File: src/hdl/acb_pkg.sv
// Summary of operation
// - counter is 16 bits, two byte registers
// - low-byte read snapshots high byte for next
// - byte reads never disturb counting
// - wrap from ffff to zero sets flag
// - interrupt only while overflow enable set
// - flag stays until software clears it
// - idle control bit suspends counting in idle
// - three-bit code picks the count source
// - external input counts falling edges, slow
// - divided oscillator synchronised before use
package acb_pkg;

   // ****************************************
   // register map, byte addresses
   // ****************************************
   localparam logic [7:0] OFF_COUNT_LOW  = 8'h00;
   localparam logic [7:0] OFF_COUNT_HIGH = 8'h04;
   localparam logic [7:0] OFF_MODE       = 8'h08;
   localparam logic [7:0] OFF_STATUS     = 8'h0c;
   localparam logic [7:0] OFF_MASK       = 8'h10;

   // ****************************************
   // mode register fields
   // ****************************************
   localparam int MODE_OIE_BIT   = 0;
   localparam int MODE_SEL_LSB   = 1;
   localparam int MODE_FLAG_BIT  = 6;
   localparam int MODE_IDLE_BIT  = 7;
   localparam int STAT_OVF_BIT   = 0;

   // ****************************************
   // timebase codes
   // ****************************************
   localparam logic [2:0] TB_DIV12  = 3'h0;
   localparam logic [2:0] TB_DIV4   = 3'h1;
   localparam logic [2:0] TB_T0_OVF = 3'h2;
   localparam logic [2:0] TB_EXT    = 3'h3;
   localparam logic [2:0] TB_SYSCLK = 3'h4;
   localparam logic [2:0] TB_OSC8   = 3'h5;

   // ****************************************
   // timing
   // ****************************************
   localparam int CLK_PERIOD_NS = 100;
   localparam int DIV_SLOW      = 12;
   localparam int DIV_FAST      = 4;
   localparam logic [15:0] COUNT_RST = 16'h0000;
   localparam logic [15:0] COUNT_TOP = 16'hffff;
   localparam logic [7:0]  BYTE_RST  = 8'h00;

   // ****************************************
   // types
   // ****************************************
   typedef enum logic [1:0] {
      ST_IDLE = 2'h0,
      ST_ACK  = 2'h1
   } acb_bus_st_t;

   typedef struct packed {
      logic       idle_suspend_ctl;
      logic [2:0] timebase_select;
      logic       overflow_irq_enable;
   } acb_mode_t;

   localparam acb_mode_t MODE_RST = '{1'b0, 3'h0, 1'b0};

   typedef struct packed {
      acb_bus_st_t st;
      logic        ack;
      logic [31:0] rdat;
      logic [15:0] cnt;
      logic [7:0]  snap;
      acb_mode_t   mode;
      logic        overflow_flag;
      logic        mask;
      logic        irq;
   } acb_state_t;

endpackage

File: src/hdl/acb_sync.sv
`timescale 1ns/10ps
module acb_sync #(
   parameter int W = 1
) (
   // clock and reset
   input  wire logic         clk_sys_in,
   input  wire logic         arst_n_in,
   // levels
   input  wire logic [W-1:0] async_in,
   output logic      [W-1:0] sync_out
);

   // ****************************************
   // two flops; stage one feeds stage two only
   // ****************************************
   typedef struct packed {
      logic [W-1:0] s2;
      logic [W-1:0] s1;
   } acb_sync_st_t;

   acb_sync_st_t q;
   acb_sync_st_t d;

   if (W < 1) begin : g_chk
      $error("acb_sync width must be positive");
   end

   always_comb begin
      d.s1 = async_in;
      d.s2 = q.s1;
   end

   always_ff @(posedge clk_sys_in or negedge arst_n_in) begin
      if (!arst_n_in) begin
         q <= '0;
      end else begin
         q <= d;
      end
   end

   assign sync_out = q.s2;

endmodule

File: src/hdl/acb_tick.sv
`timescale 1ns/10ps
module acb_tick (
   // clock and reset
   input  wire logic       clk_sys_in,
   input  wire logic       arst_n_in,
   // sources, ext and osc already synchronised
   input  wire logic [2:0] sel_in,
   input  wire logic       t0_ovf_in,
   input  wire logic       ext_in,
   input  wire logic       osc8_in,
   // one-cycle event
   output logic            tick_out
);

   // ****************************************
   // timebase generation
   // ****************************************
   typedef struct packed {
      logic [3:0] div12;
      logic [1:0] div4;
      logic       ext_prev;
      logic       osc_prev;
      logic       tick;
   } acb_tick_st_t;

   acb_tick_st_t q;
   acb_tick_st_t d;

   always_comb begin
      d = q;
      d.div12 = (q.div12 == 4'(acb_pkg::DIV_SLOW - 1)) ? 4'h0 : q.div12 + 4'h1;
      d.div4 = q.div4 + 2'h1;
      d.ext_prev = ext_in;
      d.osc_prev = osc8_in;
      case (sel_in)
         acb_pkg::TB_DIV12:  d.tick = (q.div12 == 4'h0);
         acb_pkg::TB_DIV4:   d.tick = (q.div4 == 2'h0);
         acb_pkg::TB_T0_OVF: d.tick = t0_ovf_in;
         acb_pkg::TB_EXT:    d.tick = q.ext_prev & ~ext_in;
         acb_pkg::TB_SYSCLK: d.tick = 1'b1;
         acb_pkg::TB_OSC8:   d.tick = ~q.osc_prev & osc8_in;
         default:            d.tick = 1'b0;
      endcase
   end

   always_ff @(posedge clk_sys_in or negedge arst_n_in) begin
      if (!arst_n_in) begin
         q <= '0;
      end else begin
         q <= d;
      end
   end

   assign tick_out = q.tick;
endmodule

File: src/hdl/acb_top.sv
// Chosen here: the register addresses and the Wishbone slave port.
`timescale 1ns/10ps
module acb_top #(
   parameter int ADDR_W = 8
) (
   // clock and reset
   input  wire logic              clk_sys_in,
   input  wire logic              arst_n_in,
   // wishbone slave
   input  wire logic              wb_cyc_in,
   input  wire logic              wb_stb_in,
   input  wire logic              wb_we_in,
   input  wire logic [ADDR_W-1:0] wb_adr_in,
   input  wire logic [3:0]        wb_sel_in,
   input  wire logic [31:0]       wb_dat_in,
   output logic      [31:0]       wb_dat_out,
   output logic                   wb_ack_out,
   // timebase sources and cpu state
   input  wire logic              timer0_ovf_in,
   input  wire logic              external_count_input_in,
   input  wire logic              ext_osc_div8_in,
   input  wire logic              cpu_idle_in,
   // interrupt
   output logic                   irq_out
);

   // ****************************************
   // elaboration checks
   // ****************************************
   if (ADDR_W < 5 || ADDR_W > 8) begin : g_chk
      $error("acb_top address width must be 5 to 8");
   end

   // ****************************************
   // address decode
   // ****************************************
   function automatic logic hit(input logic [ADDR_W-1:0] adr,
                                input logic [7:0]        off);
      hit = (8'(adr) == off);
   endfunction

   // ****************************************
   // state
   // ****************************************
   acb_pkg::acb_state_t q;
   acb_pkg::acb_state_t d;

   logic [1:0] pins_sync;
   logic       tick;
   logic       cnt_en;
   logic       acc;
   logic       rd_acc;
   logic       wr_acc;
   logic       wr_lo;
   logic       wr_hi;
   logic       ovf_clr;
   logic       wrap;

   // ****************************************
   // pin synchronisers and timebase
   // ****************************************
   acb_sync #(
      .W (2)
   ) u_sync (
      .clk_sys_in (clk_sys_in),
      .arst_n_in  (arst_n_in),
      .async_in   ({ext_osc_div8_in, external_count_input_in}),
      .sync_out   (pins_sync)
   );

   // osc divider is a foreign clock; it only reaches us through u_sync
   acb_tick u_tick (
      .clk_sys_in (clk_sys_in),
      .arst_n_in  (arst_n_in),
      .sel_in     (q.mode.timebase_select),
      .t0_ovf_in  (timer0_ovf_in),
      .ext_in     (pins_sync[0]),
      .osc8_in    (pins_sync[1]),
      .tick_out   (tick)
   );

   // ****************************************
   // access qualifiers
   // ****************************************
   // one access per request; ack lags it by one edge
   assign acc     = wb_cyc_in & wb_stb_in & (q.st == acb_pkg::ST_IDLE);
   assign rd_acc  = acc & ~wb_we_in;
   assign wr_acc  = acc & wb_we_in & wb_sel_in[0];
   assign wr_lo   = wr_acc & hit(wb_adr_in, acb_pkg::OFF_COUNT_LOW);
   assign wr_hi   = wr_acc & hit(wb_adr_in, acb_pkg::OFF_COUNT_HIGH);
   assign ovf_clr = wr_acc & hit(wb_adr_in, acb_pkg::OFF_STATUS)
                    & wb_dat_in[acb_pkg::STAT_OVF_BIT];
   // idle only stops counting when software asked for it
   assign cnt_en  = tick & ~(cpu_idle_in & q.mode.idle_suspend_ctl);
   assign wrap    = cnt_en & (q.cnt == acb_pkg::COUNT_TOP);

   // ****************************************
   // next state
   // ****************************************
   always_comb begin
      d = q;
      d.ack = 1'b0;
      // count first so that a bus write below can override it
      if (cnt_en) begin
         d.cnt = q.cnt + 16'h0001;
      end
      case (q.st)
         acb_pkg::ST_IDLE: begin
            if (acc) begin
               d.st = acb_pkg::ST_ACK;
               d.ack = 1'b1;
               d.rdat = '0;
               if (rd_acc) begin
                  if (hit(wb_adr_in, acb_pkg::OFF_COUNT_LOW)) begin
                     d.rdat[7:0] = q.cnt[7:0];
                     d.snap = q.cnt[15:8];
                  end else if (hit(wb_adr_in, acb_pkg::OFF_COUNT_HIGH)) begin
                     d.rdat[7:0] = q.snap;
                  end else if (hit(wb_adr_in, acb_pkg::OFF_MODE)) begin
                     d.rdat[acb_pkg::MODE_IDLE_BIT] = q.mode.idle_suspend_ctl;
                     d.rdat[acb_pkg::MODE_FLAG_BIT] = q.overflow_flag;
                     d.rdat[acb_pkg::MODE_SEL_LSB +: 3] = q.mode.timebase_select;
                     d.rdat[acb_pkg::MODE_OIE_BIT] = q.mode.overflow_irq_enable;
                  end else if (hit(wb_adr_in, acb_pkg::OFF_STATUS)) begin
                     d.rdat[acb_pkg::STAT_OVF_BIT] = q.overflow_flag;
                  end else if (hit(wb_adr_in, acb_pkg::OFF_MASK)) begin
                     d.rdat[acb_pkg::STAT_OVF_BIT] = q.mask;
                  end
               end
               if (wr_lo) begin
                  d.cnt[7:0] = wb_dat_in[7:0];
               end
               if (wr_hi) begin
                  d.cnt[15:8] = wb_dat_in[7:0];
               end
               if (wr_acc && hit(wb_adr_in, acb_pkg::OFF_MODE)) begin
                  d.mode.idle_suspend_ctl = wb_dat_in[acb_pkg::MODE_IDLE_BIT];
                  d.mode.timebase_select = wb_dat_in[acb_pkg::MODE_SEL_LSB +: 3];
                  d.mode.overflow_irq_enable = wb_dat_in[acb_pkg::MODE_OIE_BIT];
               end
               if (wr_acc && hit(wb_adr_in, acb_pkg::OFF_MASK)) begin
                  d.mask = wb_dat_in[acb_pkg::STAT_OVF_BIT];
               end
               if (ovf_clr) begin
                  d.overflow_flag = 1'b0;
               end
            end
         end
         acb_pkg::ST_ACK: begin
            d.st = acb_pkg::ST_IDLE;
         end
         default: begin
            d.st = acb_pkg::ST_IDLE;
         end
      endcase
      // a wrap in the clearing cycle still leaves the flag set
      if (wrap) begin
         d.overflow_flag = 1'b1;
      end
      d.irq = d.overflow_flag & d.mode.overflow_irq_enable & d.mask;
   end

   // ****************************************
   // registers
   // ****************************************
   always_ff @(posedge clk_sys_in or negedge arst_n_in) begin
      if (!arst_n_in) begin
         q.st <= acb_pkg::ST_IDLE;
         q.ack <= 1'b0;
         q.rdat <= '0;
         q.cnt <= acb_pkg::COUNT_RST;
         q.snap <= acb_pkg::BYTE_RST;
         q.mode <= acb_pkg::MODE_RST;
         q.overflow_flag <= 1'b0;
         q.mask <= 1'b0;
         q.irq <= 1'b0;
      end else begin
         q <= d;
      end
   end

   // ****************************************
   // outputs
   // ****************************************
   assign wb_dat_out = q.rdat;
   assign wb_ack_out = q.ack;
   assign irq_out    = q.irq;
endmodule

File: config.mk
export PLATFORM = sky130hd
export DESIGN_NAME = acb_top
export DESIGN_NICKNAME = d
export VERILOG_FILES = /design/src/hdl/acb_pkg.sv /design/src/hdl/acb_sync.sv /design/src/hdl/acb_tick.sv /design/src/hdl/acb_top.sv
export SDC_FILE = /design/constraint.sdc
export NUM_CORES = 1
export LEC_CHECK = 0
export ABC_AREA = 0
export BUFFER_PORTS_ARGS = -buffer_cell sky130_fd_sc_hd__buf_2
export CAP_MARGIN = 20
export CORE_ASPECT_RATIO = 0.5
export CORE_MARGIN = 2
export CORE_UTILIZATION = 51
export DETAILED_ROUTE_END_ITERATION = 16
export PLACE_DENSITY = 0.87
export SLEW_MARGIN = 20
export SYNTH_ARGS = -nofsm -noshare
export SYNTH_HDL_FRONTEND = slang
export SYNTH_HIERARCHICAL = 1
export SYNTH_SLANG_ARGS = --single-unit
File: constraint.sdc
create_clock -name clk_sys_in -period 2.2 [get_ports clk_sys_in]
set_clock_uncertainty 0.2 [all_clocks]
set_input_delay 0.11 -clock clk_sys_in [delete_from_list [all_inputs] [get_ports clk_sys_in]]
set_output_delay 0.11 -clock clk_sys_in [all_outputs]
set_load 0.05 [all_outputs]
# After elaboration in Yosys (flattened, before gate mapping)
# Cells that the tools add are included.
[op_classes]
n_eq_ne = 12
addsub = 3
reduce_logical = 10
bitwise = 20
n_div = 0
n_lt_le_gt_ge = 0
mux = 24
n_shift = 0
n_mul = 0
[op_table]
columns = ["operator", "n"]
rows = [
  ["$mux W66", 1],
  ["$mux W64", 1],
  ["$mux W8", 6],
  ["$add A16 B1 Y16 const B", 1],
  ["$and A1 B1 Y1", 16],
  ["$eq A16 B16 Y1 const B", 1],
  ["$eq A8 B4 Y1 const B", 2],
  ["$mux W16", 1],
  ["$eq A8 B3 Y1 const B", 1],
  ["$eq A8 B5 Y1 const B", 1],
  ["$logic_not A8 Y1", 1],
  ["$mux W2", 4],
  ["$mux W4", 2],
  ["$eq A3 B2 Y1 const B", 2],
  ["$eq A3 B3 Y1 const B", 2],
  ["$mux W1", 6],
  ["$pmux W1 S6", 1],
  ["$mux W5", 1],
  ["$add A4 B1 Y4 const B", 1],
  ["$eq A4 B4 Y1 const B", 1],
  ["$logic_not A2 Y1", 2],
  ["$logic_not A4 Y1", 1],
  ["$not A1 Y1", 4],
  ["$reduce_and A4 Y1", 1],
  ["other kinds (8)", 9],
]
[word_totals]
wordCells = 87
in_bits = 53
rom_bits = 0
n_memories = 0
ram_bits = 0
latchBits = 0
ff_bits = 56

# Longest topological paths before layout
# Gate-level depths: netlist of run 1.
[logic_depth]
depth_word = 12
depth_mapped = 8
mapped_depth_nobuf = 6

# Cells and area by module
# Netlist of run 1, hierarchy kept.
[modules_own_cells]
columns = ["mod", "cells_each", "n_inst", "seq_area_each_um2", "area_each_um2"]
rows = [
  ["acb_top", 244, 1, 1051.0, 2318.5],
  ["acb_tick", 35, 1, 225.2, 392.9],
  ["acb_sync", 4, 1, 100.1, 100.1],
]

# Worst setup path after synthesis of run 1
# Ideal clock, no wire load.
[synth_timing]
path_type = "register to register"
from = "reg q[65] (netlist bit)"
to = "reg q (netlist bit irq_out)"
arrival_ns = 1.616
setup_ns = 0.120
stages_incl_launch_ff = 8
slack_ns = 0.264
required_ns = 1.880
path_cell_list = "dfrtp_1 > nand3b_1 > inv_1 > nand3_1 > or3_1 > buf_6 > mux2_4 > and3_1"
[synth_rtl]
columns = ["element", "line", "source"]
rows = [
  ["from (decl)", "acb_top.sv:45", "acb_pkg::acb_state_t q;"],
]

==> reports/summary.txt, run 1 <==
==========================================================================================
Top metal layer carrying routed signals .....................................         met4
Setup Viol. Count Final .....................................................            0
I/O Buffers .................................................................           35
Y dimension of the die ......................................................      56.5 um
Final worst setup slack .....................................................     0.106 ns
Average footprint of a synthesized cell .....................................    9.93 um^2
Post-synthesis cell area .................................................... 0.00281 mm^2
Max stage delay cell, worst path ............................................ sky130_fd_sc_hd__or3_1
GPL Wtd Cong ................................................................        0.901
FP Rows .....................................................................           19
Static leakage ..............................................................      1.57 nW
Setup fix buffers added after clock tree synthesis ..........................            0
Total Nets Final ............................................................          386
Total Die Area .............................................................. 0.00616 mm^2
Wire length of the first global-routing pass ................................      10.4 mm
FF-to-FF Start .............................................................. q[65]$_DFFE_PN0P_
Seq/Total Area, Yosys .......................................................        49.0%
CTS buffer count ............................................................            5
Placed wire-length estimate .................................................      4.14 mm
Maximum clock rate ..........................................................    0.478 GHz
Starting density of the core ................................................        52.1%
Via count ...................................................................         2221
Synth-to-Final Area Change ..................................................        13.8%
Number of antenna violations at the first check in global routing ...........            0
Dpl cells ...................................................................          380
Final Non-Filler Cells ......................................................          403
Overflow after GRT ..........................................................            0
Number of iterations in the first detailed-routing pass .....................            4
Routed WL per cell ..........................................................      15.8 um
Final critical-path share of the clock period ...............................        95.2%
Highest net fanout along the worst path .....................................           16
Wl on met1 ..................................................................      2.53 mm
Cell chain of the critical path ............................................. nand3b_1 -> inv_1 -> nand3_1 -> or3_1 -> nor2_1 -> a21oi_1
Number of global-route vias before repair ...................................         2214
Source of the critical timing path .......................................... q[65]$_DFFE_PN0P_
Kind of critical path .......................................................   reg -> reg
CP Data Required Time .......................................................      2.19 ns
Max-Cap Viols ...............................................................            0
Power per cell area .........................................................  656 mW/mm^2
Layout cell share with drive strength beyond 1 ..............................        20.0%
Hold buffers post-CTS .......................................................           15
Sum of met3 wire segment lengths after detailed routing .....................       538 um
Unrepaired setup endpoints after global routing .............................        false
Detailed router's first-iteration violation count ...........................          122
Unique cell type count in the Yosys netlist .................................           45
H-tree Lvls .................................................................            2
DRC errors left .............................................................            0
Outcome ..................................................................... finished, final reports clean
Horizontal die dimension ....................................................       109 um
# fillers ...................................................................          404
Total of flip-flops plus latches after synthesis ............................           55
Clock tree from TritonCTS ...................................................          yes
Critical path arrival .......................................................      2.08 ns
Highest cell delay on the worst timing path .................................      0.61 ns
Number of antenna repair diodes .............................................            0
Type of origin of the critical path .........................................         flop
Source of the worst hold timing path ........................................ wb_adr_in[3]
Worst-case vdd ir drop ......................................................     0.314 mV
Class of the tightest hold or removal check .................................    in -> reg
Met2 layer wire length in the routed design .................................      3.07 mm
Synthesis warning total .....................................................            6
Pin count of the biggest net entering global routing ........................           31
Fin crit period .............................................................      2.09 ns
Relative max-transition margin ..............................................        60.3%
Post-route antenna net violation count ......................................            0
Cell count after synthesis ..................................................          283
Number of hold-slack violations in the final timing report ..................            0
Pins Over Slew Limit ........................................................            0
Final Routed Wirelength .....................................................      6.38 mm
Clock tree buffer depth .....................................................            2
Clk Tree Root Cell .......................................................... sky130_fd_sc_hd__clkbuf_8
Worst-skew pair later-pin latency ...........................................      0.32 ns
# resized after CTS .........................................................            0
Ports placed on the boundary ................................................           87
Critical Path End Type ......................................................         flop
Core Area ................................................................... 0.00540 mm^2
Avg Vias per Cell ...........................................................         5.51
Clock edge transition at the registers on the reported setup and hold paths .      0.10 ns
Measured slew at the worst slew-check pin ...................................     0.595 ns
Sum Neg Setup Slack .........................................................         0 ns
Total track usage ...........................................................        22.1%
Clock tree sinks ............................................................           55
Setup Slack @ Placement .....................................................     0.249 ns
==========================================================================================
cells in the mapped netlist (all sizes together):
| cell type | number | area [um^2] |
|---|---|---|
| a21bo | 1 | 10.0 |
| a21o | 2 | 15.0 |
| a21oi | 8 | 40.0 |
| a22oi | 2 | 15.0 |
| a31oi | 2 | 12.5 |
| a41oi | 1 | 8.76 |
| and2 | 1 | 7.51 |
| and2b | 1 | 10.0 |
| and3 | 4 | 25.0 |
| and4 | 1 | 8.76 |
| buf | 37 | 278 |
| clkbuf | 4 | 15.0 |
| conb | 1 | 3.75 |
| dfrtp | 55 | 1380 |
| ha | 4 | 50.1 |
| inv | 17 | 63.8 |
| mux2 | 10 | 116 |
| mux2i | 3 | 30.0 |
| nand2 | 32 | 120 |
| nand3 | 11 | 60.1 |
| nand3b | 1 | 7.51 |
| nand4 | 4 | 25.0 |
| nor2 | 17 | 63.8 |
| nor2b | 2 | 12.5 |
| nor3 | 6 | 35.0 |
| nor4 | 2 | 27.5 |
| nor4bb | 1 | 10.0 |
| o21ai | 23 | 115 |
| o221ai | 5 | 43.8 |
| o22ai | 1 | 6.26 |
| o311ai | 1 | 8.76 |
| o31ai | 1 | 7.51 |
| o41ai | 1 | 8.76 |
| or2b | 1 | 7.51 |
| or3 | 3 | 18.8 |
| or4 | 1 | 7.51 |
| xnor2 | 4 | 35.0 |
| xor2 | 12 | 105 |
kinds of logic after synthesis:
family,synth area share [%]
xor+xnor,4.98
flops,49.0
mux,5.21
compound gates,10.4
simple gates,15.9
other cells,0.133
fa+ha+maj,1.78
buf+inv,12.7
worst max-delay path, delay by kind of cell (launching register included):
| kind | cells | cell delay [ns] |
|---|---|---|
| and+or+nand+nor | 4 | 1.22 |
| DFF | 1 | 0.38 |
| buffers and inverters | 1 | 0.11 |
| AOI/OAI and AO/OA | 1 | 0.06 |
cell type report:
| type | count | area [um^2] | area share [%] |
|---|---|---|---|
| Clock buffer | 5 | 68.8 | 2.15 |
| Sequential cell | 55 | 1380 | 43.0 |
| Multi-Input combinational cell | 193 | 1160 | 36.4 |
| Clock inverter | 3 | 43.8 | 1.37 |
| Inverter | 17 | 63.8 | 1.99 |
| Tap cell | 73 | 91.3 | 2.85 |
| Timing Repair Buffer | 57 | 390 | 12.2 |
layout by cell type (no fill, tap or decap), types with 2 or more instances in the layout:
cell type	n
sky130_fd_sc_hd__dfrtp_1	55
sky130_fd_sc_hd__buf_2	35
sky130_fd_sc_hd__nand2_1	32
sky130_fd_sc_hd__conb_1	24
sky130_fd_sc_hd__o21ai_0	22
sky130_fd_sc_hd__inv_1	17
sky130_fd_sc_hd__nor2_1	17
sky130_fd_sc_hd__dlygate4sd3_1	15
sky130_fd_sc_hd__xor2_1	12
sky130_fd_sc_hd__nand3_1	10
sky130_fd_sc_hd__mux2_2	9
sky130_fd_sc_hd__a21oi_1	8
sky130_fd_sc_hd__buf_4	6
sky130_fd_sc_hd__nor3_1	5
sky130_fd_sc_hd__o221ai_1	5
sky130_fd_sc_hd__clkbuf_8	5
sky130_fd_sc_hd__and3_1	4
sky130_fd_sc_hd__nand4_1	4
sky130_fd_sc_hd__xnor2_1	4
sky130_fd_sc_hd__ha_1	4
sky130_fd_sc_hd__or3_1	3
sky130_fd_sc_hd__mux2i_1	3
sky130_fd_sc_hd__a22oi_1	2
sky130_fd_sc_hd__a21o_1	2
sky130_fd_sc_hd__nor2b_1	2
sky130_fd_sc_hd__a31oi_1	2
registers in the layout (all words and copies together) (netlist names):
register and flops:
q 32, u_tick/q 8, u_sync/d 2, wb_dat_out 8, wb_ack_out 1, irq_out 1
u_tick/tick_out 1, u_sync/sync_out 2
layer usage:
layer / vias up / track usage, %
li1: 1001 / -
met1: 1070 / 27.2
met2: 120 / 36.3
met3: 30 / 5.23
met4: 0 / 11.5
met5: - / 0
worst paths after layout:
path	end	slack, ns	cells after the start
min in group asynchronous	u_tick/q[2]$_DFF_PN0_	0.14	2
setup reg to reg	q[29]$_DFF_PN0_	0.11	6
hold / removal	q[2]$_DFF_PN0_	0.03	4
setup / recovery	q[29]$_DFF_PN0_	0.11	6
max in group asynchronous	q[3]$_DFF_PN0_	1.09	3
hold reg to reg	u_sync/sync_out[0]$_DFF_PN0_	0.16	0
through the flow:
stage / total power, mW / instance area, um^2 / hold WS (ns) / utilization (%)
2_1_floorplan: 1.34 / 2900 / -0.386 / -
3_3_place_gp: 1.39 / 2940 / -0.0708 / 54.4
3_5_place_dp: 1.41 / 2940 / -0.0526 / 54.4
4_1_cts: 2.10 / 3200 / 0.0235 / 59.3
5_1_grt: 2.18 / 3200 / 0.0464 / 59.3
6_report: 2.10 / 3200 / 0.0299 / 59.3
where the power goes:
group / switching, mW / leakage [nW] / internal (mW)
clock: 0.344 / 0.0581 / 0.339
combinational: 0.223 / 0.799 / 0.105
sequential: 0.0398 / 0.710 / 1.05
total: 0.607 / 1.57 / 1.49
Power figures use the tool's default switching activity.
==> run 2, diff against run 1 <==
--- a/config.mk
+++ b/config.mk
@@ -10,9 +10,9 @@
 export CAP_MARGIN = 20
 export CORE_ASPECT_RATIO = 0.5
 export CORE_MARGIN = 2
-export CORE_UTILIZATION = 51
+export CORE_UTILIZATION = 46
 export DETAILED_ROUTE_END_ITERATION = 16
-export PLACE_DENSITY = 0.87
+export PLACE_DENSITY = 0.83
 export SLEW_MARGIN = 20
 export SYNTH_ARGS = -nofsm -noshare
 export SYNTH_HDL_FRONTEND = slang
==> constraint.sdc (replaced) <==
create_clock -name clk_sys_in -period 1.9 [get_ports clk_sys_in]
set_clock_uncertainty 0.2 [all_clocks]
set_input_delay 0.095 -clock clk_sys_in [delete_from_list [all_inputs] [get_ports clk_sys_in]]
set_output_delay 0.095 -clock clk_sys_in [all_outputs]
set_load 0.05 [all_outputs]
==> reports/summary.txt, run 2 (same netlist as run 1, synthesis figures left out) <==
==========================================================================================
Wire length of the first global-routing pass ................................      10.4 mm   +0.34%
DRC errors left .............................................................            0   unchanged
Worst-skew pair later-pin latency ...........................................      0.29 ns   -0.03 ns
Power per cell area .........................................................  827 mW/mm^2   +26%
Synth-to-Final Area Change ..................................................        21.9%
Highest cell delay on the worst timing path .................................      0.36 ns   -0.25 ns
Core Area ................................................................... 0.00598 mm^2   +11%
Pins Over Slew Limit ........................................................            0   unchanged
Max reg flops ...............................................................           32   unchanged
Number of antenna violations at the first check in global routing ...........            0   unchanged
FP Rows .....................................................................           20   +1
Final critical-path share of the clock period ...............................        98.3%   +3.2 points
Post-route antenna net violation count ......................................            0   unchanged
Dpl cells ...................................................................          394   +3.7%
Setup Viol. Count Final .....................................................            0   unchanged
Fin crit period .............................................................      1.87 ns   -0.225 ns
Sum of buffers and inverters on the critical path ...........................            1   unchanged
CP Data Required Time .......................................................      1.88 ns   -0.31 ns
Final Routed Wirelength .....................................................      6.41 mm   +0.47%
I/O Buffers .................................................................           35   unchanged
Critical path arrival .......................................................      1.85 ns   -0.23 ns
Total track usage ...........................................................        20.0%   -2.1 points
Number of antenna repair diodes .............................................            0   unchanged
Sum Neg Setup Slack .........................................................         0 ns   unchanged
H-tree Lvls .................................................................            2   unchanged
Avg Vias per Cell ...........................................................         5.36   -2.7%
Largest delay share family, worst path ...................................... simple AND/OR/NAND/NOR gates
Number of iterations in the first detailed-routing pass .....................            4   unchanged
Pin count of the biggest net entering global routing ........................           28   -9.7%
Clock tree from TritonCTS ...................................................          yes
Number of hold-slack violations in the final timing report ..................            0   unchanged
Layout cell share with drive strength beyond 1 ..............................        25.7%   +5.7 points
Kind of critical path .......................................................   reg -> reg
Static leakage ..............................................................      1.67 nW   +6.7%
Detailed router's first-iteration violation count ...........................          132   +8.2%
Total Die Area .............................................................. 0.00679 mm^2   +10%
Clock edge transition at the registers on the reported setup and hold paths .      0.06 ns   -0.04 ns
Highest net fanout along the worst path .....................................            3   -13
Final Non-Filler Cells ......................................................          420   +4.2%
Starting density of the core ................................................        47.0%   -5.1 points
Final worst setup slack .....................................................    0.0315 ns   -0.0748 ns
Top reg by flops ............................................................            q
Worst-case vdd ir drop ......................................................     0.400 mV   +28%
Number of global-route vias before repair ...................................         2211   -0.14%
Overflow after GRT ..........................................................            0   unchanged
Placed wire-length estimate .................................................      4.50 mm   +8.7%
Max-Cap Viols ...............................................................            0   unchanged
Critical Path End Type ......................................................         flop
CTS buffer count ............................................................            5   unchanged
# fillers ...................................................................          461   +14%
Clock tree buffer depth .....................................................            2   unchanged
Unrepaired setup endpoints after global routing .............................         true
Total Nets Final ............................................................          399   +3.4%
GPL Wtd Cong ................................................................        0.892   -1.0%
Outcome ..................................................................... finished, final reports clean
Via count ...................................................................         2253   +1.4%
Clock tree sinks ............................................................           55   unchanged
Max stage delay cell, worst path ............................................ sky130_fd_sc_hd__dfrtp_1
Commonest non-fill, non-tap cell in the layout .............................. sky130_fd_sc_hd__dfrtp_1
Class of the tightest hold or removal check .................................    in -> reg
Ports placed on the boundary ................................................           87   unchanged
Y dimension of the die ......................................................      59.3 um   +4.9%
Cell chain of the critical path ............................................. nand3b_1 -> inv_2 -> nand3_2 -> or3_4 -> mux2_4 -> and3_1
Highest-count cells in the layout ignoring fill and taps .................... sky130_fd_sc_hd__dfrtp_1 (54), sky130_fd_sc_hd__buf_2 (35), sky130_fd_sc_hd__nand2_1 (32)
Setup Slack @ Placement .....................................................   -0.0490 ns   -0.298 ns
Type of origin of the critical path .........................................         flop
Routed WL per cell ..........................................................      15.3 um   -3.6%
Maximum clock rate ..........................................................    0.535 GHz   +12%
Clk Tree Root Cell .......................................................... sky130_fd_sc_hd__clkbuf_16
Horizontal die dimension ....................................................       115 um   +5.1%
==========================================================================================
run 2: cell count changes in the layout (fill, tap and decap cells not counted), moves of 3 or more:
cell                        change
sky130_fd_sc_hd__buf_4         +12
sky130_fd_sc_hd__clkbuf_16      +5
sky130_fd_sc_hd__clkbuf_8       -5
sky130_fd_sc_hd__or3_1          -3
sky130_fd_sc_hd__or3_4          +3
run 2: tightest hold or removal path: stages:
cell	delay [ns]
sky130_fd_sc_hd__buf_2	0.17
sky130_fd_sc_hd__nand2_1	0.08
sky130_fd_sc_hd__o31ai_1	0.06
sky130_fd_sc_hd__nand2_1	0.06
run 2: final cells by class:
class / count / area [um^2] / area share, %
Clock buffer: 6 / 129 / 3.76
Clock inverter: 2 / 60.1 / 1.75
Inverter: 17 / 63.8 / 1.86
Multi-Input combinational cell: 193 / 1210 / 35.3
Sequential cell: 55 / 1380 / 40.2
Tap cell: 77 / 96.3 / 2.81
Timing Repair Buffer: 70 / 492 / 14.3
run 2: per-layer routing:
| metal | global-route usage [%] | wire (um) | vias to the layer above |
|---|---|---|---|
| met5 | 0 | 0 | - |
| met4 | 7.84 | 219 | 0 |
| met3 | 4.40 | 451 | 27 |
| met2 | 37.2 | 3340 | 114 |
| met1 | 23.0 | 2400 | 1087 |
| li1 | - | - | 1025 |
run 2: final timing paths:
kind / from / to / slack [ns] / cells after the start
setup / recovery: q[65]$_DFFE_PN0P_ / irq_out$_DFF_PN0_ / 0.03 / 6
hold / removal: wb_adr_in[2] / q[2]$_DFF_PN0_ / 0.03 / 4
setup reg to reg: q[65]$_DFFE_PN0P_ / irq_out$_DFF_PN0_ / 0.03 / 6
hold reg to reg: u_sync/d[3]$_DFF_PN0_ / u_sync/sync_out[1]$_DFF_PN0_ / 0.15 / 0
max in group asynchronous: arst_n_in / irq_out$_DFF_PN0_ / 0.93 / 3
min in group asynchronous: arst_n_in / u_sync/d[3]$_DFF_PN0_ / 0.04 / 2
run 2: repair_timing:
item	in CTS	in global routing
setup buffers	0	3
endpoints found under the hold margin	84	0
gates resized for setup	3	8
hold buffers	15	0
pin swaps	0	3
endpoints found under the setup margin	14	11
run 2: power breakdown:
part	internal [mW]	switching [mW]	leakage [nW]
Clock	0.756	0.396	0.0911
Combinational	0.143	0.286	0.873
Sequential	1.21	0.0386	0.708
Total	2.11	0.721	1.67
run 2: metrics by stage:
stage / power, mW / hold slack (ns) / util (%) / instance area [um^2]
after floorplan: 1.56 / -0.401 / - / 2910
after global placement: 1.64 / -0.204 / 50.6 / 3030
after detailed placement: 1.66 / -0.194 / 50.6 / 3030
after CTS: 2.83 / 0.0116 / 56.5 / 3380
after global routing: 2.95 / 0.0550 / 57.3 / 3430
final: 2.84 / 0.0339 / 57.3 / 3430
==> run 3, diff against run 2 <==
--- a/config.mk
+++ b/config.mk
@@ -5,7 +5,6 @@
 export SDC_FILE = /design/constraint.sdc
 export NUM_CORES = 1
 export LEC_CHECK = 0
-export ABC_AREA = 0
 export BUFFER_PORTS_ARGS = -buffer_cell sky130_fd_sc_hd__buf_2
 export CAP_MARGIN = 20
 export CORE_ASPECT_RATIO = 0.5
@@ -13,8 +12,8 @@
 export CORE_UTILIZATION = 46
 export DETAILED_ROUTE_END_ITERATION = 16
 export PLACE_DENSITY = 0.83
+export RECOVER_POWER = 25
 export SLEW_MARGIN = 20
 export SYNTH_ARGS = -nofsm -noshare
 export SYNTH_HDL_FRONTEND = slang
-export SYNTH_HIERARCHICAL = 1
 export SYNTH_SLANG_ARGS = --single-unit
==> reports/summary.txt, run 3 <==
==========================================================================================
I/O Buffers .................................................................           35   unchanged
Max stage delay cell, worst path ............................................ sky130_fd_sc_hd__or4_4
Maximum clock rate ..........................................................    0.486 GHz   -9.2%
Total Power .................................................................      2.72 mW   -3.9%
Starting density of the core ................................................        47.3%   +0.27 points
Highest net fanout along the worst path .....................................            8   +5
Length in cells of the worst reg-to-reg path ................................            7   +1
Unrepaired setup endpoints after global routing .............................         true
Number of global-route vias before repair ...................................         2049   -7.3%
# fillers ...................................................................          481   +4.3%
Horizontal die dimension ....................................................       115 um   +0.69%
Post-route antenna net violation count ......................................            0   unchanged
Dpl cell area ............................................................... 0.00306 mm^2   +1.0%
Clock edge transition at the registers on the reported setup and hold paths .      0.07 ns   about the same
Critical Path End Type ......................................................         flop
Number of antenna violations at the first check in global routing ...........            0   unchanged
Final Non-Filler Cells ......................................................          447   +6.4%
Routed WL per cell ..........................................................      16.3 um   +6.7%
Core Area ................................................................... 0.00603 mm^2   +0.84%
Total Die Area .............................................................. 0.00688 mm^2   +1.4%
Highest-count cells in the layout ignoring fill and taps .................... sky130_fd_sc_hd__dfrtp_1 (55), sky130_fd_sc_hd__nand2_1 (41), sky130_fd_sc_hd__buf_2 (31)
FF-to-FF Start .............................................................. q[65]$_DFFE_PN0P_
Synthesis warning total .....................................................            0   -6
Largest delay share family, worst path ...................................... simple AND/OR/NAND/NOR gates
Pins Over Slew Limit ........................................................            0   unchanged
Most common cell in the netlist ............................................. sky130_fd_sc_hd__dfrtp_1
Clock tree from TritonCTS ...................................................          yes
Overflow after GRT ..........................................................            0   unchanged
Relative max-transition margin ..............................................        19.0%
Clock tree sinks ............................................................           55   unchanged
Synth top cells by count .................................................... sky130_fd_sc_hd__dfrtp_1 (55), sky130_fd_sc_hd__nand2_1 (46), sky130_fd_sc_hd__buf_4 (32)
Source of the worst hold timing path ........................................    wb_cyc_in
Synth-to-Final Area Change ..................................................        22.4%
Pin count of the biggest net entering global routing ........................           56   +100%
Total track usage ...........................................................        19.4%   -0.64 points
Max-Cap Viols ...............................................................            0   unchanged
Average footprint of a synthesized cell .....................................    9.38 um^2   -5.6%
Cell occurring most often along the worst timing path ....................... sky130_fd_sc_hd__buf_6
Post-layout instance area ................................................... 0.00349 mm^2   +1.8%
Worst-skew pair later-pin latency ...........................................      0.30 ns   about the same
Fin crit period .............................................................      2.06 ns   +0.189 ns
Kind of critical path .......................................................   reg -> reg
Detailed router's first-iteration violation count ...........................          223   +69%
Y dimension of the die ......................................................      59.7 um   +0.67%
Highest cell delay on the worst timing path .................................      0.46 ns   +0.10 ns
Clock tree buffer depth .....................................................            2   unchanged
Setup Viol. Count Final .....................................................           25   +25
Clk Tree Root Cell .......................................................... sky130_fd_sc_hd__clkbuf_16
Sum Neg Setup Slack .........................................................     -2.22 ns   -2.22 ns
CP Data Required Time .......................................................      1.93 ns   +0.05 ns
Outcome ..................................................................... finished, violations left
Power per cell area .........................................................  781 mW/mm^2   -5.6%
Max reg flops ...............................................................           32   unchanged
FP Rows .....................................................................           20   unchanged
Hold-critical path endpoint ................................................. q[65]$_DFFE_PN0P_
Via count ...................................................................         2432   +7.9%
Unique cell type count in the Yosys netlist .................................           39   -13%
Cell count after synthesis ..................................................          304   +7.4%
Class of the tightest hold or removal check .................................    in -> reg
Static leakage ..............................................................      1.65 nW   -1.6%
Number of hold-slack violations in the final timing report ..................            0   unchanged
Source of the critical timing path .......................................... q[65]$_DFFE_PN0P_
Cell chain of the critical path ............................................. nand3b_1 -> buf_6 -> or4_4 -> nor3_4 -> buf_6 -> nand2_2 -> o21ai_1
Number of enable flip-flop cells after synthesis ............................            0   unchanged
Most used flip-flop cell after synthesis .................................... sky130_fd_sc_hd__dfrtp_1
GPL Wtd Cong ................................................................        0.865   -3.1%
Final Routed Wirelength .....................................................      7.28 mm   +14%
DRC errors left .............................................................            0   unchanged
Violations in the final reports ............................................. negative setup slack
Worst-case vdd ir drop ......................................................     0.387 mV   -3.4%
Placed wire-length estimate .................................................      4.24 mm   -5.8%
Ports placed on the boundary ................................................           87   unchanged
Critical path arrival .......................................................      2.08 ns   +0.23 ns
Portion of synthesized cell area occupied by the leading cell type ..........        48.3%   -0.69 points
Total Nets Final ............................................................          416   +4.3%
Setup slack of the most critical reg-to-reg path ............................     -0.16 ns   -0.19 ns
Final critical-path share of the clock period ...............................         108%   +9.9 points
Share of synthesized registers carrying an async set or reset ...............         100%   unchanged
H-tree Lvls .................................................................            2   unchanged
Dpl cells ...................................................................          425   +7.9%
Commonest non-fill, non-tap cell in the layout .............................. sky130_fd_sc_hd__dfrtp_1
Layout cell share with drive strength beyond 1 ..............................        24.2%   -1.4 points
Largest area contributor in the synthesized netlist ......................... sky130_fd_sc_hd__dfrtp_1
Avg Vias per Cell ...........................................................         5.44   +1.4%
Number of antenna repair diodes .............................................            0   unchanged
CTS buffer count ............................................................            5   unchanged
Total of flip-flops plus latches after synthesis ............................           55   unchanged
Number of stages on the worst hold path .....................................            4   unchanged
Wire length of the first global-routing pass ................................      10.1 mm   -3.4%
Final worst setup slack .....................................................    -0.157 ns   -0.189 ns
Top reg by flops ............................................................            q
Post-synthesis cell area .................................................... 0.00285 mm^2   +1.4%
Measured slew at the worst slew-check pin ...................................      1.22 ns
Main area contributors after synthesis ...................................... sky130_fd_sc_hd__dfrtp_1 (48%), sky130_fd_sc_hd__buf_4 (8.4%), sky130_fd_sc_hd__nand2_1 (6.1%)
Seq/Total Area, Yosys .......................................................        48.3%   -0.69 points
Reg-to-reg endpoint ......................................................... q[11]$_DFFE_PN0P_
Number of iterations in the first detailed-routing pass .....................            5   +1
Sum of buffers and inverters on the critical path ...........................            2   +1
Type of origin of the critical path .........................................         flop
==========================================================================================
==> run 3: power by group <==
| group | switching (mW) | total [mW] | internal [mW] |
|---|---|---|---|
| combinational | 0.282 | 0.422 | 0.139 |
| clock | 0.411 | 1.03 | 0.614 |
| sequential | 0.0631 | 1.28 | 1.21 |
| total | 0.756 | 2.72 | 1.97 |
==> run 3: how the worst max path moves through the flow <==
stage                              endpoint  cells past startpoint  slack, ns
after detailed placement   q[7]$_DFFE_PN0P_                      5      -0.32
after CTS                 irq_out$_DFF_PN0_                      7      -0.11
after global placement     q[6]$_DFFE_PN0P_                      5      -0.30
after global routing      irq_out$_DFF_PN0_                      5      -0.20
final                     q[11]$_DFFE_PN0P_                      7      -0.16
after floorplan            q[4]$_DFFE_PN0P_                      5      -0.18
==> run 3: metal layers <==
layer / vias up / global-route usage, % / wire length (um)
met3: 31 / 4.67 / 708
met4: 0 / 6.88 / 280
met5: - / 0 / 0
li1: 1079 / - / -
met2: 179 / 31.7 / 3350
met1: 1143 / 25.6 / 2930
==> run 3: cells by family after synthesis <==
| group | after synthesis | share of synthesized area (%) |
|---|---|---|
| buffers and inverters | 60 | 12.5 |
| AO/OA/AOI/OAI | 54 | 11.0 |
| other | 1 | 0.132 |
| multiplexers | 9 | 3.95 |
| adder cells (fa/ha/maj) | 4 | 1.76 |
| AND/OR/NAND/NOR | 105 | 17.6 |
| XOR/XNOR | 16 | 4.91 |
| flip-flops | 55 | 48.3 |
==> run 3: repair_timing <==
action | 4_1_cts | 5_1_grt
hold buffers | 11 | 0
pin swaps | 0 | 6
endpoints found under the hold margin | 80 | 0
cloned | 0 | 2
buffers inserted | 0 | 2
gates resized for setup | 6 | 33
setup endpoints to repair | 25 | 35
==> run 3: final cells by class <==
class,instances,area (um^2),share of cell area [%]
Inverter,19,71.3,2.04
Clock buffer,5,125,3.58
Multi-Input combinational cell,212,1320,37.7
Tap cell,88,110,3.15
Sequential cell,55,1380,39.4
Clock inverter,2,37.5,1.08
Timing Repair Buffer,66,453,13.0
==> run 3: worst reg2reg max path, cell delays in order, from the launching register on <==
cell and delay, ns:
sky130_fd_sc_hd__dfrtp_1 0.35, sky130_fd_sc_hd__nand3b_1 0.21, sky130_fd_sc_hd__buf_6 0.17, sky130_fd_sc_hd__or4_4 0.46, sky130_fd_sc_hd__nor3_4 0.25, sky130_fd_sc_hd__buf_6 0.19
sky130_fd_sc_hd__nand2_2 0.08, sky130_fd_sc_hd__o21ai_1 0.08
==> run 3: per-stage QoR <==
stage	setup slack (ns)	util, %	hold WS (ns)
floorplan	-0.177	-	-0.401
global placement	-0.305	50.7	0.00309
detailed placement	-0.322	50.7	0.00431
CTS	-0.106	55.7	0.0278
global route	-0.205	57.9	0.0722
finish	-0.157	57.9	0.0452
